File: src/rcc_pkg.sv
package rcc_pkg;
  // ****************************************
  // Register map
  // ****************************************
  localparam logic [1:0] ADDR_REFCTL = 2'h0;
  localparam logic [1:0] ADDR_AUXCTL = 2'h1;
  localparam logic [1:0] ADDR_AUXDIV = 2'h2;
  localparam logic [15:0] RST_REFCTL = 16'h0000;
  localparam logic [15:0] RST_AUXCTL = 16'h0000;
  localparam logic [15:0] RST_AUXDIV = 16'h0000;
  // Writable bit masks; other bits read as zero
  localparam logic [15:0] MASK_REFCTL = 16'hBF00;
  localparam logic [15:0] MASK_AUXCTL = 16'hBEE7;
  localparam logic [15:0] MASK_AUXDIV = 16'h0007;
  // ****************************************
  // Field positions
  // ****************************************
  localparam int REF_ON_BIT    = 15;
  localparam int REF_SLEEP_BIT = 13;
  localparam int REF_SRC_BIT   = 12;
  localparam int REF_DIV_LSB   = 8;
  localparam int AUX_PLLEN_BIT = 15;
  localparam int AUX_DSRC_BIT  = 13;
  localparam int AUX_MODE_LSB  = 11;
  localparam int AUX_PREF_BIT  = 10;
  localparam int AUX_FRC_BIT   = 9;
  localparam int AUX_POST_LSB  = 5;
  localparam int AUX_PRE_LSB   = 0;
  localparam int AUX_MULT_LSB  = 0;
  localparam int REF_DIV_W     = 4;
  localparam int REF_CNT_W     = 16;
  typedef enum logic [1:0] {
    AOSC_OFF, AOSC_HS, AOSC_XT, AOSC_EC
  } rcc_aosc_mode_t;
  typedef enum logic [1:0] {
    PSRC_AUX_OSC, PSRC_PRI_OSC, PSRC_FRC
  } rcc_pll_src_t;
endpackage

File: src/rcc_pow2_div.sv
`timescale 1ns/1ps
`default_nettype none
module rcc_pow2_div #(
  parameter int CNT_W = 16,
  parameter int SEL_W = 4
) (
  // Clock and reset
  input  wire logic             clk,
  input  wire logic             rst,
  // Control
  input  wire logic             run,
  input  wire logic             tick,
  input  wire logic [SEL_W-1:0] sel,
  // Divided level
  output logic                  div_out
);
  logic [CNT_W-1:0] cnt_r;
  // Ticks mark half-periods, so bit 0 is the source itself and bit n
  // is the source divided by two to the n
  always_ff @(posedge clk) begin
    if (rst || !run) begin
      cnt_r <= '0;
    end else if (tick) begin
      cnt_r <= cnt_r + 1'b1;
    end
  end
  assign div_out = cnt_r[sel];
endmodule
`default_nettype wire

File: src/rcc_clock_ctrl.sv
// Strobed register access and the register addresses were decided locally.
`timescale 1ns/1ps
`default_nettype none
module rcc_clock_ctrl (
  // Clock and reset
  input  wire logic        REF_CLK,
  input  wire logic        RST,
  // Register port
  input  wire logic [1:0]  ADDR,
  input  wire logic [15:0] WDATA,
  input  wire logic        WR,
  input  wire logic        RD,
  output logic      [15:0] RDATA,
  // Source clock enables, one pulse per source half-period, and the sleep input
  input  wire logic        SYS_CLK_TICK,
  input  wire logic        XTAL_CLK_TICK,
  input  wire logic        SLEEP,
  // Reference output pin
  output logic             REF_CLOCK_OUT_PIN,
  output logic             REF_CLOCK_OUT_PIN_OE,
  // Auxiliary path controls
  output logic             AUX_PLL_ENABLE,
  output logic             USB_CLK_FROM_PLL,
  output logic             AUX_DIVIDER_FROM_AUX,
  output logic      [1:0]  AUX_OSC_MODE,
  output logic      [1:0]  AUX_PLL_SOURCE,
  output logic      [8:0]  AUX_PLL_OUT_DIV,
  output logic      [3:0]  AUX_PLL_PRE_DIV,
  output logic      [4:0]  AUX_PLL_MULT
);
  // ****************************************
  // Registers
  // ****************************************
  logic [15:0] ref_ctl_r;
  logic [15:0] aux_ctl_r;
  logic [15:0] aux_div_r;
  logic [15:0] rdata_r;
  wire wr_ref = WR && (ADDR == rcc_pkg::ADDR_REFCTL);
  wire wr_aux = WR && (ADDR == rcc_pkg::ADDR_AUXCTL);
  wire wr_div = WR && (ADDR == rcc_pkg::ADDR_AUXDIV);
  wire [15:0] rd_sel =
    (ADDR == rcc_pkg::ADDR_REFCTL) ? ref_ctl_r :
    (ADDR == rcc_pkg::ADDR_AUXCTL) ? aux_ctl_r :
    (ADDR == rcc_pkg::ADDR_AUXDIV) ? aux_div_r : 16'h0000;
  // Divider writes while enabled are kept; software must disable first
  always_ff @(posedge REF_CLK) begin
    if (RST) begin
      ref_ctl_r <= rcc_pkg::RST_REFCTL;
      aux_ctl_r <= rcc_pkg::RST_AUXCTL;
      aux_div_r <= rcc_pkg::RST_AUXDIV;
      rdata_r   <= 16'h0000;
    end else begin
      if (wr_ref)
        ref_ctl_r <= WDATA & rcc_pkg::MASK_REFCTL;
      if (wr_aux)
        aux_ctl_r <= WDATA & rcc_pkg::MASK_AUXCTL;
      if (wr_div)
        aux_div_r <= WDATA & rcc_pkg::MASK_AUXDIV;
      rdata_r <= RD ? rd_sel : 16'h0000;
    end
  end
  assign RDATA = rdata_r;
  // ****************************************
  // Reference clock output
  // ****************************************
  wire ref_on   = ref_ctl_r[rcc_pkg::REF_ON_BIT];
  wire ref_slp  = ref_ctl_r[rcc_pkg::REF_SLEEP_BIT];
  wire ref_src  = ref_ctl_r[rcc_pkg::REF_SRC_BIT];
  wire [3:0] ref_div = ref_ctl_r[rcc_pkg::REF_DIV_LSB +: 4];
  wire ref_run  = ref_on && (!SLEEP || ref_slp);
  wire ref_tick = ref_src ? XTAL_CLK_TICK : SYS_CLK_TICK;
  wire ref_lvl;
  rcc_pow2_div #(
    .CNT_W (rcc_pkg::REF_CNT_W),
    .SEL_W (rcc_pkg::REF_DIV_W)
  ) u_div (
    .clk     (REF_CLK),
    .rst     (RST),
    .run     (ref_run),
    .tick    (ref_tick),
    .sel     (ref_div),
    .div_out (ref_lvl)
  );
  // ****************************************
  // Auxiliary decodes
  // ****************************************
  wire [2:0] post = aux_ctl_r[rcc_pkg::AUX_POST_LSB +: 3];
  wire [2:0] pre  = aux_ctl_r[rcc_pkg::AUX_PRE_LSB +: 3];
  wire [2:0] mul  = aux_div_r[rcc_pkg::AUX_MULT_LSB +: 3];
  wire [8:0] post_nxt =
    (post == 3'h0) ? 9'h100 :
    (post[2:1] == 2'h3) ? 9'h002 :
    (9'h001 << (3'h7 - post));
  wire [3:0] pre_nxt =
    (pre == 3'h7) ? 4'hC :
    (pre == 3'h6) ? 4'hA :
    (pre == 3'h5) ? 4'h6 :
    {1'b0, pre} + 4'h1;
  wire [4:0] mul_nxt =
    (mul == 3'h7) ? 5'h18 :
    (mul == 3'h6) ? 5'h15 :
    (mul == 3'h5) ? 5'h14 :
    {2'h0, mul} + 5'h0F;
  wire [1:0] src_nxt =
    aux_ctl_r[rcc_pkg::AUX_FRC_BIT] ? 2'(rcc_pkg::PSRC_FRC) :
    aux_ctl_r[rcc_pkg::AUX_PREF_BIT] ? 2'(rcc_pkg::PSRC_PRI_OSC) :
    2'(rcc_pkg::PSRC_AUX_OSC);
  // Registered so every top output is a flip-flop
  always_ff @(posedge REF_CLK) begin
    if (RST) begin
      REF_CLOCK_OUT_PIN    <= 1'b0;
      REF_CLOCK_OUT_PIN_OE <= 1'b0;
      AUX_PLL_ENABLE       <= 1'b0;
      USB_CLK_FROM_PLL     <= 1'b0;
      AUX_DIVIDER_FROM_AUX <= 1'b0;
      AUX_OSC_MODE         <= 2'h0;
      AUX_PLL_SOURCE       <= 2'h0;
      AUX_PLL_OUT_DIV      <= 9'h100;
      AUX_PLL_PRE_DIV      <= 4'h1;
      AUX_PLL_MULT         <= 5'h0F;
    end else begin
      REF_CLOCK_OUT_PIN    <= ref_run && ref_lvl;
      REF_CLOCK_OUT_PIN_OE <= ref_on;
      AUX_PLL_ENABLE       <= aux_ctl_r[rcc_pkg::AUX_PLLEN_BIT];
      USB_CLK_FROM_PLL     <= aux_ctl_r[rcc_pkg::AUX_PLLEN_BIT];
      AUX_DIVIDER_FROM_AUX <= aux_ctl_r[rcc_pkg::AUX_DSRC_BIT];
      AUX_OSC_MODE <= aux_ctl_r[rcc_pkg::AUX_MODE_LSB +: 2];
      AUX_PLL_SOURCE       <= src_nxt;
      AUX_PLL_OUT_DIV      <= post_nxt;
      AUX_PLL_PRE_DIV      <= pre_nxt;
      AUX_PLL_MULT         <= mul_nxt;
    end
  end
endmodule
`default_nettype wire

File: config.mk
export PLATFORM = sky130hd
export DESIGN_NAME = rcc_clock_ctrl
export DESIGN_NICKNAME = d
export VERILOG_FILES = /design/src/rcc_pkg.sv /design/src/rcc_pow2_div.sv /design/src/rcc_clock_ctrl.sv
export SDC_FILE = /design/constraint.sdc
export NUM_CORES = 1
export LEC_CHECK = 0
export BUFFER_PORTS_ARGS = -buffer_cell sky130_fd_sc_hd__buf_4
export CAP_MARGIN = 20
export CORE_MARGIN = 8
export CORE_UTILIZATION = 32
export DETAILED_ROUTE_END_ITERATION = 10
export GPL_TIMING_DRIVEN = 0
export PLACE_DENSITY = 0.49
export SKIP_LAST_GASP = 1
export SLEW_MARGIN = 5
export SYNTH_ARGS = -nofsm -noshare
export SYNTH_HDL_FRONTEND = slang
export SYNTH_SLANG_ARGS = --single-unit
File: constraint.sdc
create_clock -name REF_CLK -period 2.94 [get_ports REF_CLK]
set_input_delay 0.147 -clock REF_CLK [delete_from_list [all_inputs] [get_ports REF_CLK]]
set_output_delay 0.147 -clock REF_CLK [all_outputs]
set_load 0.005 [all_outputs]
# Yosys cells after proc, flatten, opt, wreduce, memory -nomap -nowiden
# Index checks and enable logic that the tools add are counted.
word_totals:
  latch_bits: 0
  mem_count: 0
  elab_cells: 70
  ram_bits: 0
  rom_bits: 0
  output_inout_bits: 43
  reg_bits: 80
op_classes:
  n_addsub: 4
  n_mul: 0
  eq_ne: 9
  magnitude_cmp: 1
  n_mux: 15
  bitwise_logic: 1
  n_div: 0
  reduce_logical: 19
  shift: 1
op_table:
  columns: ["cell", "count"]
  rows:
  - ["2-to-1 mux 16 bit", 2]
  - ["== test 3 bit, second input constant", 6]
  - ["adder 16 x 1 -> 16 bit, second input constant", 1]
  - ["2-to-1 mux 5 bit", 3]
  - ["2-to-1 mux 4 bit", 3]
  - ["OR reduction 2 bit", 5]
  - ["2-to-1 mux 9 bit", 1]
  - ["<< shifter 1 x 3 -> 9 bit, first input constant", 1]
  - ["OR reduction 3 bit", 2]
  - ["adder 3 x 4 -> 5 bit, second input constant", 1]
  - ["logical AND 1 bit", 5]
  - ["< comparator 4 x 5 -> 1 bit, second input constant", 1]
  - ["adder 3 x 1 -> 4 bit, second input constant", 1]
  - ["binary-select mux 1 bit (select 4 bit)", 1]
  - ["== test 2 bit, second input constant", 2]
  - ["OR reduction 4 bit", 1]
  - ["zero test 3 bit", 1]
  - ["2-to-1 mux 1 bit", 3]
  - ["2-to-1 mux 3 bit", 1]
  - ["subtractor 3 bit, first input constant", 1]
  - ["== test 2 x 1 -> 1 bit, second input constant", 1]
  - ["zero test 1 bit", 2]
  - ["zero test 2 bit", 1]
  - ["logical OR 1 bit", 2]
  - ["2 further kinds", 2]

# Depth between registers and ports, before layout
# Gate-level depths: netlist of the first run.
logic_depth:
  word_depth: 5
  depth_mapped: 6

# Cells and area by module
# A second synthesis of the first run with hierarchy kept.
hier_totals:
  cells_unflattened: 310
  hier_area_um2: 3193.1
by_module_without_submodules:
  columns: ["mod", "seq_area_each_um2", "instances", "cells_each", "area_each_um2"]
  rows:
  - ["rcc_clock_ctrl", 1221.2, 1, 220, 2313.5]
  - ["rcc_pow2_div", 320.3, 1, 90, 879.6]

# Worst setup path before layout of the first run
# OpenSTA, ideal clock, no wires.
synth_path:
  path_kind: "register to register"
  from: "register u_div.cnt_r[7]"
  to: "register u_div.cnt_r[14]"
  n_path_buf: 0
  required_time_ns: 2.870
  path_stages_with_launch: 5
  setup_time_ns: 0.070
  t_arrival_ns: 1.527
  slack_ns: 1.343
  cell_sequence: "dfxtp_1 nand4_2 or4_4 or3_1 a21oi_1"
synth_via:
  elab_chain_len: 1
synth_lines:
  columns: ["item", "line_no", "rtl"]
  rows:
  - ["start: declaration", "rcc_pow2_div.sv:17", "logic [CNT_W-1:0] cnt_r;"]
  - ["start signal: assignment", "rcc_pow2_div.sv:24", "cnt_r <= cnt_r + 1'b1;"]
  - ["adder 16 x 1 -> 16 bit", "rcc_pow2_div.sv:24", null]
# No other way between the ends.
# A chain may end at the register's enable or synchronous reset.

# Worst setup path in the final report of the first run
layout_path:
  from: "register u_div.cnt_r[6]"
  to: "register u_div.cnt_r[14]"
# The elaborated chain is that of the path after synthesis.

==> results of run 1 <==
[flip-flops by register name, indices dropped and copies added, names as in the netlist]
signal	cells
REF_CLOCK_OUT_PIN	1
AUX_PLL_SOURCE	2
RDATA	13
USB_CLK_FROM_PLL	1
aux_div_r	3
AUX_OSC_MODE	2
ref_ctl_r	7
AUX_PLL_PRE_DIV	4
AUX_DIVIDER_FROM_AUX	1
aux_ctl_r	12
u_div.cnt_r	16
AUX_PLL_OUT_DIV	9
REF_CLOCK_OUT_PIN_OE	1
AUX_PLL_MULT	5
[per-layer routing]
metal | share of wire, % | wire length [um]
met1 | 43 | 3140
met2 | 51 | 3670
met3 | 4.6 | 329
met4 | 1.2 | 87
met5 | 0 | 0
[worst min-delay path, cell delays in order]
cell     delay (ps)
buf_4            90
mux2i_1          60
nor2_1           70
[cells in the final DEF, fill, tap and decap left out, drive strengths merged, types with 2 or more instances in the layout]
cell type  count
o31ai          3
nand2b         5
nor2          30
nand3          9
nand4          4
mux4           2
clkinv         3
clkbuf        22
clkinvlp       2
and3           3
a21oi         25
mux2i         19
nor4           4
nor2b         13
conb           5
xnor2          8
inv            7
o21ai          7
or2            4
dfxtp         77
buf           67
nor3           7
a22oi          4
nand2         36
or3            6
ha             9
nor3b          5
[cell type report]
cell class	instances	area, um2	area share [%]
clock inverter	6	63.8	1.67
inverter	7	26.3	0.689
buffer	20	93.8	2.46
tap	111	139	3.64
timing repair buffer	59	443	11.6
clock buffer	10	128	3.34
sequential	77	1540	40.4
multi-input combinational	221	1380	36.2
[cell usage after synthesis, drive strengths merged]
master	n	share of area (%)
nand2b	5	1.0
nand4	4	1.0
nor4	4	0.83
a221o	1	0.33
nor2	30	3.7
or4	1	0.37
a21o	1	0.25
nor3b	5	1.2
xnor2	8	2.3
and2	1	0.21
inv	7	0.87
nor2b	13	2.7
a211oi	1	0.25
dfxtp	77	51
a22oi	4	0.99
and3	3	0.62
a311o	1	0.33
xor2	1	0.29
or2	4	0.83
conb	1	0.12
nand2	36	4.5
o31ai	3	0.74
mux2	1	0.37
or3	6	1.2
o2111ai	1	0.29
nor3	7	1.2
a21oi	25	4.1
buf	8	1.6
nor4bb	1	0.33
mux2i	19	6.3
nand3	9	1.5
ha	9	3.7
mux4	2	1.5
nor4b	1	0.29
and4	1	0.33
o22ai	1	0.21
clkbuf	12	1.5
o21ai	7	1.2
[power by group]
group          leakage [uW]  internal (uW)  switching (uW)
Sequential         0.000624           1060            13.8
Clock             0.0000923            391             396
Combinational      0.000744           61.9            67.3
[kinds of logic (layout without fill, tap and decap cells)]
logic type / Yosys count / after routing
AND/OR/NAND/NOR: 131 / 131
other: 1 / 5
adder cells (fa/ha/maj): 9 / 9
flip-flops: 77 / 77
XOR/XNOR: 9 / 9
buffers and inverters: 27 / 102
multiplexers: 22 / 22
AO/OA/AOI/OAI: 45 / 45
[through the flow]
step           util, %  instance area [um2]  setup WS, ps  power [uW]  hold slack (ps)
2_1_floorplan        -                 3040          1340        1170              283
3_3_place_gp      39.4                 3620          1180        1230              400
3_5_place_dp      39.4                 3620          1170        1230              403
4_1_cts           41.5                 3820          1150        2020             40.3
5_1_grt           41.5                 3820          1020        2080             40.1
6_report          41.5                 3820          1200        1990             50.4
[worst max-delay path by stage]
stage	startpoint	endpoint	slack, ps
4_1_cts	ref_ctl_r[12]	u_div.cnt_r[8]	1150
3_5_place_dp	ref_ctl_r[12]	u_div.cnt_r[8]	1170
5_1_grt	ref_ctl_r[12]	u_div.cnt_r[8]	1020
3_3_place_gp	ref_ctl_r[12]	u_div.cnt_r[8]	1180
2_1_floorplan	u_div.cnt_r[7]	u_div.cnt_r[14]	1340
6_report	u_div.cnt_r[6]	u_div.cnt_r[14]	1200
==> run_results.csv, run 1 <==
group,metric,value,unit
status,status,"complete, no violations",
placed_design,gp_congestion,0.772,
synthesis,synth_xor_area_share,2.60,%
hold_path,min_path_cells,3,
clock_tree,clk_pin_slew,90,ps
grt,antenna_found_initial,0,
critical_path,worst_setup_path_start_kind,"flip-flop",
synthesis,ys_warn_count,0,
critical_path,crit_slowest_cell,"or4_4",
grt,grtUsageMet2,20.5,%
detailed_routing,ant_nets,0,
die,start_util,32.9,%
die,fp.dieArea,12800,um2
pwr,ir_drop,0.211,mV
sta,tightestPinTransition,576,ps
final_layout,syn2layout_area_growth,26.0,%
final_layout,nNetsFinal,429,
pwr,p_leak,0.00146,uW
detailed_routing,drc,0,
sta,fin_skew,11.8,ps
detailed_routing,drt_iter0_drc,124,
flow_run,max_cap_violations,0,
sta,max_freq,575,MHz
die,die_w,113,um
clock_tree,post_cts_resized,0,
critical_path,cpPeakStageDelay,570,ps
final_layout,diodes,0,
hold_path,hold_start,"WDATA[8]",
clock_tree,cts_max_level,3,
synthesis,synth_top_family_by_area,"simple AND/OR/NAND/NOR gates",
critical_path,critPathKind,"reg2reg",
critical_path,path_buf_inv,0,
grt,grt_use_met3,3.62,%
critical_path,r2r-end,"u_div.cnt_r[14]",
grt,grt_pass1_wl,12000,um
grt,grt-ovfl-total,0,
synthesis,yosys.cell_types.count,41,
sta,period_needed,1740,ps
grt,grt_pass1_vias,2398,
sta,tns,0,ps
clock_tree,clk_latency,340,ps
die,io_pins,68,
detailed_routing,via_count,2405,
sta,final.period_utilization,59.2,%
critical_path,crit_arrival,2010,ps
synthesis,synth_compound_area_share,8.68,%
die,num_rows,35,
synthesis,synthMuxAreaShare,8.14,%
pwr,powerDensity,522,nW/um2
critical_path,regToRegStartpoint,"u_div.cnt_r[6]",
synthesis,synthSimpleGateAreaFrac,21.9,%
detailed_routing,wirelength,7230,um
grt,grt_usage,11.7,%
sta,setup_viol_count_final,0,
clock_tree,clockBufferDepth,2,
clock_tree,ctsHoldBuffers,0,
critical_path,endpoint_kind,"flip-flop",
final_layout,fill_cells,932,
clock_tree,cts_tree,"built",
die,coreArea,9200,um2
sta,rsz0062_at_grt,"false",
critical_path,crit_fanout,7,
clock_tree,post-cts-setup-buffers,0,
hold_path,hold_path_class,"in2reg",
clock_tree,cts.sinks,77,
final_layout,layout-drive-gt1-share,22.8,%
detailed_routing,wl_per_cell,14.1,um
sta,hold_violations,0,
synthesis,ys_ff_latch,77,
critical_path,required,3210,ps
placed_design,hpwl,5390,um
synthesis,synthCells,321,
synthesis,syn_avg_cell_area,9.43,um2
hold_path,min_to,"ref_ctl_r[8]",
critical_path,r2r_slack,1200,ps
sta,max_slew_margin,61.6,%
detailed_routing,via_per_inst,4.71,
detailed_routing,drt-pass1-iter-count,4,
critical_path,cp.depth,4,
grt,grt_busiest_layer,"met2",
die,die_y,113,um
synthesis,seq_area_frac_synth,50.9,%
clock_tree,cts_root_buf,"clkbuf_8",
synthesis,syn_area,3030,um2
placed_design,port-buffer-count,59,
clock_tree,numCtsBuffers,9,
sta,drv_slew,0,
grt,grt_use_met1,13.0,%
placed_design,dp_cells,495,
synthesis,synthAdderAreaFrac,3.72,%
critical_path,crit_path_cell_trace,"nand4_2 -> or4_4 -> or3_1 -> a21oi_1",
grt,grt_max_degree,14,
critical_path,rr_worst_depth,4,
critical_path,critPathTopFamily,"simple AND/OR/NAND/NOR gates",
final_layout,stdcell_count,511,
Power figures use the tool's default switching activity.
==> run 2: changes to the inputs <==
==> constraint.sdc (replaced) <==
create_clock -name REF_CLK -period 1.72 [get_ports REF_CLK]
set_input_delay 0.086 -clock REF_CLK [delete_from_list [all_inputs] [get_ports REF_CLK]]
set_output_delay 0.086 -clock REF_CLK [all_outputs]
set_load 0.005 [all_outputs]
==> run_results.csv, run 2 (same netlist as run 1, synthesis figures left out) <==
group,metric,value,unit
detailed_routing,drt_iter0_drc,125,
placed_design,hpwl,5390,um
pwr,comb_power_share,7.2,%
die,die_y,113,um
detailed_routing,drt-pass1-iter-count,4,
clock_tree,cts_max_level,3,
detailed_routing,wirelength,7370,um
die,die_w,113,um
sta,period_needed,1660,ps
sta,drv_slew,0,
status,status,"complete, no violations",
final_layout,utilization,43.1,%
final_layout,stdcell_count,522,
grt,grt_usage,11.9,%
sta,setup_viol_count_final,0,
final_layout,layout-drive-gt1-share,24.8,%
sta,rsz0062_at_grt,"false",
final_layout,syn2layout_area_growth,31.0,%
placed_design,dp_cells,495,
sta,hold_slack,13.7,ps
die,fp.dieArea,12800,um2
critical_path,worst_setup_path_start_kind,"flip-flop",
sta,max_freq,602,MHz
sta,max_slew_margin,61.6,%
placed_design,dp_slack,-54.6,ps
grt,antenna_found_initial,0,
detailed_routing,via_per_inst,4.75,
pwr,internal-power,2600,uW
placed_design,port-buffer-count,59,
clock_tree,post-cts-setup-buffers,0,
pwr,swShare,24.0,%
sta,fin_skew,11.4,ps
critical_path,endpoint_kind,"flip-flop",
pwr,clkPwrFrac,39.3,%
pwr,powerDensity,863,nW/um2
pwr,p_leak,0.00152,uW
detailed_routing,wl_per_cell,14.1,um
critical_path,critPathKind,"reg2reg",
final_layout,diodes,0,
detailed_routing,via_count,2477,
critical_path,required,1990,ps
final_layout,largest_register_ffs,16,
sta,hold_violations,0,
die,num_rows,35,
final_layout,top_register,"u_div.cnt_r",
die,start_util,32.9,%
sta,tightestPinTransition,577,ps
clock_tree,clockBufferDepth,2,
die,coreArea,9200,um2
placed_design,gp_congestion,0.772,
clock_tree,numCtsBuffers,9,
sta,final.period_utilization,96.6,%
hold_path,hold_path_class,"in2reg",
clock_tree,clk_latency,340,ps
pwr,seqPwrFrac,53.5,%
die,io_pins,68,
clock_tree,clk_pin_slew,90,ps
flow_run,max_cap_violations,0,
clock_tree,cts_root_buf,"clkbuf_8",
detailed_routing,ant_nets,0,
detailed_routing,drc,0,
pwr,ir_drop,0.362,mV
pwr,power.switching,823,uW
critical_path,crit_fanout,6,
final_layout,nNetsFinal,440,
final_layout,mostFrequentLayoutCell,"dfxtp_1",
sta,worst_slack,58.1,ps
grt,grt-ovfl-total,0,
grt,grt_pass1_vias,2445,
grt,grt_max_degree,14,
critical_path,crit_arrival,1940,ps
clock_tree,cts_tree,"built",
final_layout,final_cell_mix,"dfxtp_1 (70), buf_4 (63), nand2_1 (36)",
clock_tree,cts.sinks,77,
grt,grt_pass1_wl,12300,um
[run 2: cell count changes in the layout (fill, tap and decap cells not counted), sizes merged]
cell | before | now
dlygate4sd3 | 0 | 11
[run 2: power groups by stage]
stage | combinational (uW) | clock [uW] | sequential (uW)
2_1_floorplan | 119 | 0 | 1880
3_3_place_gp | 222 | 0 | 1880
3_5_place_dp | 224 | 0 | 1880
4_1_cts | 244 | 1390 | 1840
5_1_grt | 274 | 1470 | 1840
6_report | 245 | 1350 | 1830
[run 2: routing by layer]
layer	part of all wire [%]	global-route usage, %	up-vias	wire length [um]
met5	0	0	-	0
met4	1.3	4.00	0	93
met3	4.5	3.62	9	334
met2	51	21.1	43	3780
met1	43	13.3	1174	3160
li1	-	-	1251	-
[run 2: final cells by class]
class | instances | area (um2)
Clock buffer | 10 | 128
Buffer | 20 | 95.1
Timing Repair Buffer | 70 | 553
Fill cell | 923 | 5230
Sequential cell | 77 | 1560
Inverter | 7 | 26.3
Multi-Input combinational cell | 221 | 1400
Tap cell | 111 | 139
Clock inverter | 6 | 63.8
[run 2: timing repair]
item                                   4_1_cts  5_1_grt
hold buffers                                10        1
setup endpoints to repair                    8       10
endpoints found under the hold margin       15        1
resized for setup                            4       13
cloned                                       0        0
[run 2: worst max-delay path, stage by stage, from the launching register on]
cell,delay [ps]
dfxtp_4,390
nand4_2,110
or4_4,570
or3_1,380
a21oi_2,140
[run 2: worst paths after layout]
path | from | slack (ps) | endpoint | cells after the start
worst max register to register | u_div.cnt_r[7] | 60 | u_div.cnt_r[14] | 4
worst min register to register | aux_ctl_r[13] | 470 | aux_ctl_r[13] | 2
worst min-delay path | WDATA[5] | 10 | aux_ctl_r[5] | 3
worst max-delay path | u_div.cnt_r[7] | 60 | u_div.cnt_r[14] | 4
[run 2: metrics by stage]
step	total power (uW)	setup TNS [ps]	cell area [um2]
detailed placement	2110	-290	3620
floorplan	2000	0	3040
global route	3580	0	3970
finish	3430	0	3970
global placement	2100	-148	3620
CTS	3470	0	3920
==> run 3: changes to the inputs <==
--- a/config.mk
+++ b/config.mk
@@ -6,12 +6,13 @@
 export NUM_CORES = 1
 export LEC_CHECK = 0
 export BUFFER_PORTS_ARGS = -buffer_cell sky130_fd_sc_hd__buf_4
-export CAP_MARGIN = 20
 export CORE_MARGIN = 8
 export CORE_UTILIZATION = 32
+export CTS_CLUSTER_DIAMETER = 200
 export DETAILED_ROUTE_END_ITERATION = 10
 export GPL_TIMING_DRIVEN = 0
 export PLACE_DENSITY = 0.49
+export SETUP_SLACK_MARGIN = 0.15
 export SKIP_LAST_GASP = 1
 export SLEW_MARGIN = 5
 export SYNTH_ARGS = -nofsm -noshare
==> run_results.csv, run 3 (same netlist as run 1, synthesis figures left out) <==
group,metric,value,unit
die,num_rows,35,
clock_tree,clk_latency,340,ps
pwr,p_leak,0.00157,uW
detailed_routing,via_count,2497,
pwr,comb_power_share,7.2,%
placed_design,port-buffer-count,59,
final_layout,fill_cells,930,
clock_tree,cts_tree,"built",
detailed_routing,wirelength,7410,um
final_layout,top_register,"u_div.cnt_r",
clock_tree,cts.sinks,77,
pwr,clkPwrFrac,39.9,%
sta,fin_skew,7.56,ps
sta,hold_violations,0,
critical_path,regToRegStartpoint,"u_div.cnt_r[9]",
grt,grt_pass1_wl,12100,um
pwr,seqPwrFrac,52.9,%
grt,grt-ovfl-total,0,
critical_path,required,1990,ps
sta,max_freq,635,MHz
pwr,swShare,24.3,%
detailed_routing,drt_iter0_drc,62,
critical_path,r2r-end,"u_div.cnt_r[14]",
grt,grt_usage,11.8,%
critical_path,cp-startpoint,"u_div.cnt_r[9]",
critical_path,r2r_slack,140,ps
final_layout,nNetsFinal,447,
final_layout,syn2layout_area_growth,34.5,%
sta,max_slew_margin,61.7,%
grt,antenna_found_initial,0,
pwr,powerDensity,851,nW/um2
hold_path,hold_path_class,"in2reg",
final_layout,mostFrequentLayoutCell,"buf_4",
final_layout,utilization,44.3,%
critical_path,crit_end,"u_div.cnt_r[14]",
sta,drv_slew,0,
clock_tree,cts_max_level,3,
clock_tree,clockBufferDepth,2,
final_layout,final_cell_mix,"buf_4 (69), dfxtp_1 (65), nand2_1 (36)",
final_layout,layout-drive-gt1-share,28.0,%
placed_design,gp_congestion,0.755,
clock_tree,cts_root_buf,"clkbuf_8",
status,status,"complete, no violations",
critical_path,rr_worst_depth,4,
flow_run,max_cap_violations,0,
final_layout,multi_input_area,1420,um2
clock_tree,clk_pin_slew,80,ps
pwr,power.switching,841,uW
die,io_pins,68,
final_layout,diodes,0,
pwr,totalPowerFinal,3470,uW
sta,rsz0062_at_grt,"true",
sta,tightestPinTransition,574,ps
detailed_routing,drc,0,
grt,grt_pass1_vias,2492,
grt,grt_max_degree,16,
critical_path,worst_setup_path_start_kind,"flip-flop",
detailed_routing,via_per_inst,4.72,
detailed_routing,drt-pass1-iter-count,4,
sta,period_needed,1580,ps
sta,final.period_utilization,91.6,%
pwr,ir_drop,0.445,mV
critical_path,critPathKind,"reg2reg",
die,start_util,32.9,%
die,die_w,113,um
final_layout,register_area,1570,um2
critical_path,crit_arrival,1850,ps
clock_tree,numCtsBuffers,9,
final_layout,largest_register_ffs,16,
detailed_routing,wl_per_cell,14.0,um
critical_path,crit_fanout,3,
placed_design,hpwl,5370,um
die,coreArea,9200,um2
detailed_routing,ant_nets,0,
pwr,internal-power,2620,uW
die,die_y,113,um
die,fp.dieArea,12800,um2
critical_path,endpoint_kind,"flip-flop",
sta,setup_viol_count_final,0,
## run 3: area by class of cell
type	count	area share, %
inverters	7	0.645
repair buffers	77	15.0
well taps	111	3.41
plain buffers	20	2.46
flip-flops and latches	77	38.5
clock buffers	9	3.04
clock inverters	7	1.97
multi-input cells	221	35.0
## run 3: worst min path at each step
stage,from,endpoint,cells past startpoint
global placement,WDATA[13],ref_ctl_r[13],3
CTS,WR,aux_div_r[0],3
global route,WR,aux_div_r[1],3
detailed placement,WDATA[10],ref_ctl_r[10],3
floorplan,WDATA[10],aux_ctl_r[10],2
finish,WR,aux_div_r[1],3
## run 3: critical path, cell delays in order (launching register included)
cell,delay (ps)
dfxtp_2,370
nand4_4,110
or4_4,550
or3_1,360
a21oi_1,120
## run 3: repair_timing
item | 4_1_cts | 5_1_grt
resized for setup | 13 | 16
endpoints found under the setup margin | 13 | 17
hold buffers | 13 | 0
endpoints found under the hold margin | 22 | 0
setup buffers | 5 | 0
pin swaps | 4 | 0
## run 3: metrics by stage
step           setup WS (ps)  hold slack, ps  TNS [ps]  cells  area (um2)
2_1_floorplan            158             222         0    325        3050
3_3_place_gp           -38.5             340      -154    495        3630
3_5_place_dp           -11.7             341     -14.2    495        3630
4_1_cts                  137            22.4         0    529        4040
5_1_grt                 72.8            45.1         0    529        4070
6_report                 145            50.9         0    529        4070
## run 3: power groups by stage
| stage | registers [uW] | clock network (uW) | logic [uW] |
|---|---|---|---|
| after floorplan | 1880 | 0 | 119 |
| after global placement | 1880 | 0 | 222 |
| after detailed placement | 1880 | 0 | 223 |
| after CTS | 1830 | 1450 | 252 |
| after global routing | 1840 | 1510 | 278 |
| final | 1830 | 1380 | 250 |
## run 3: per-layer routing
layer / GRT usage, % / share of wire (%)
met1: 12.9 / 42
met2: 21.2 / 53
met5: 0 / 0
met3: 3.89 / 4.6
met4: 3.46 / 0.59
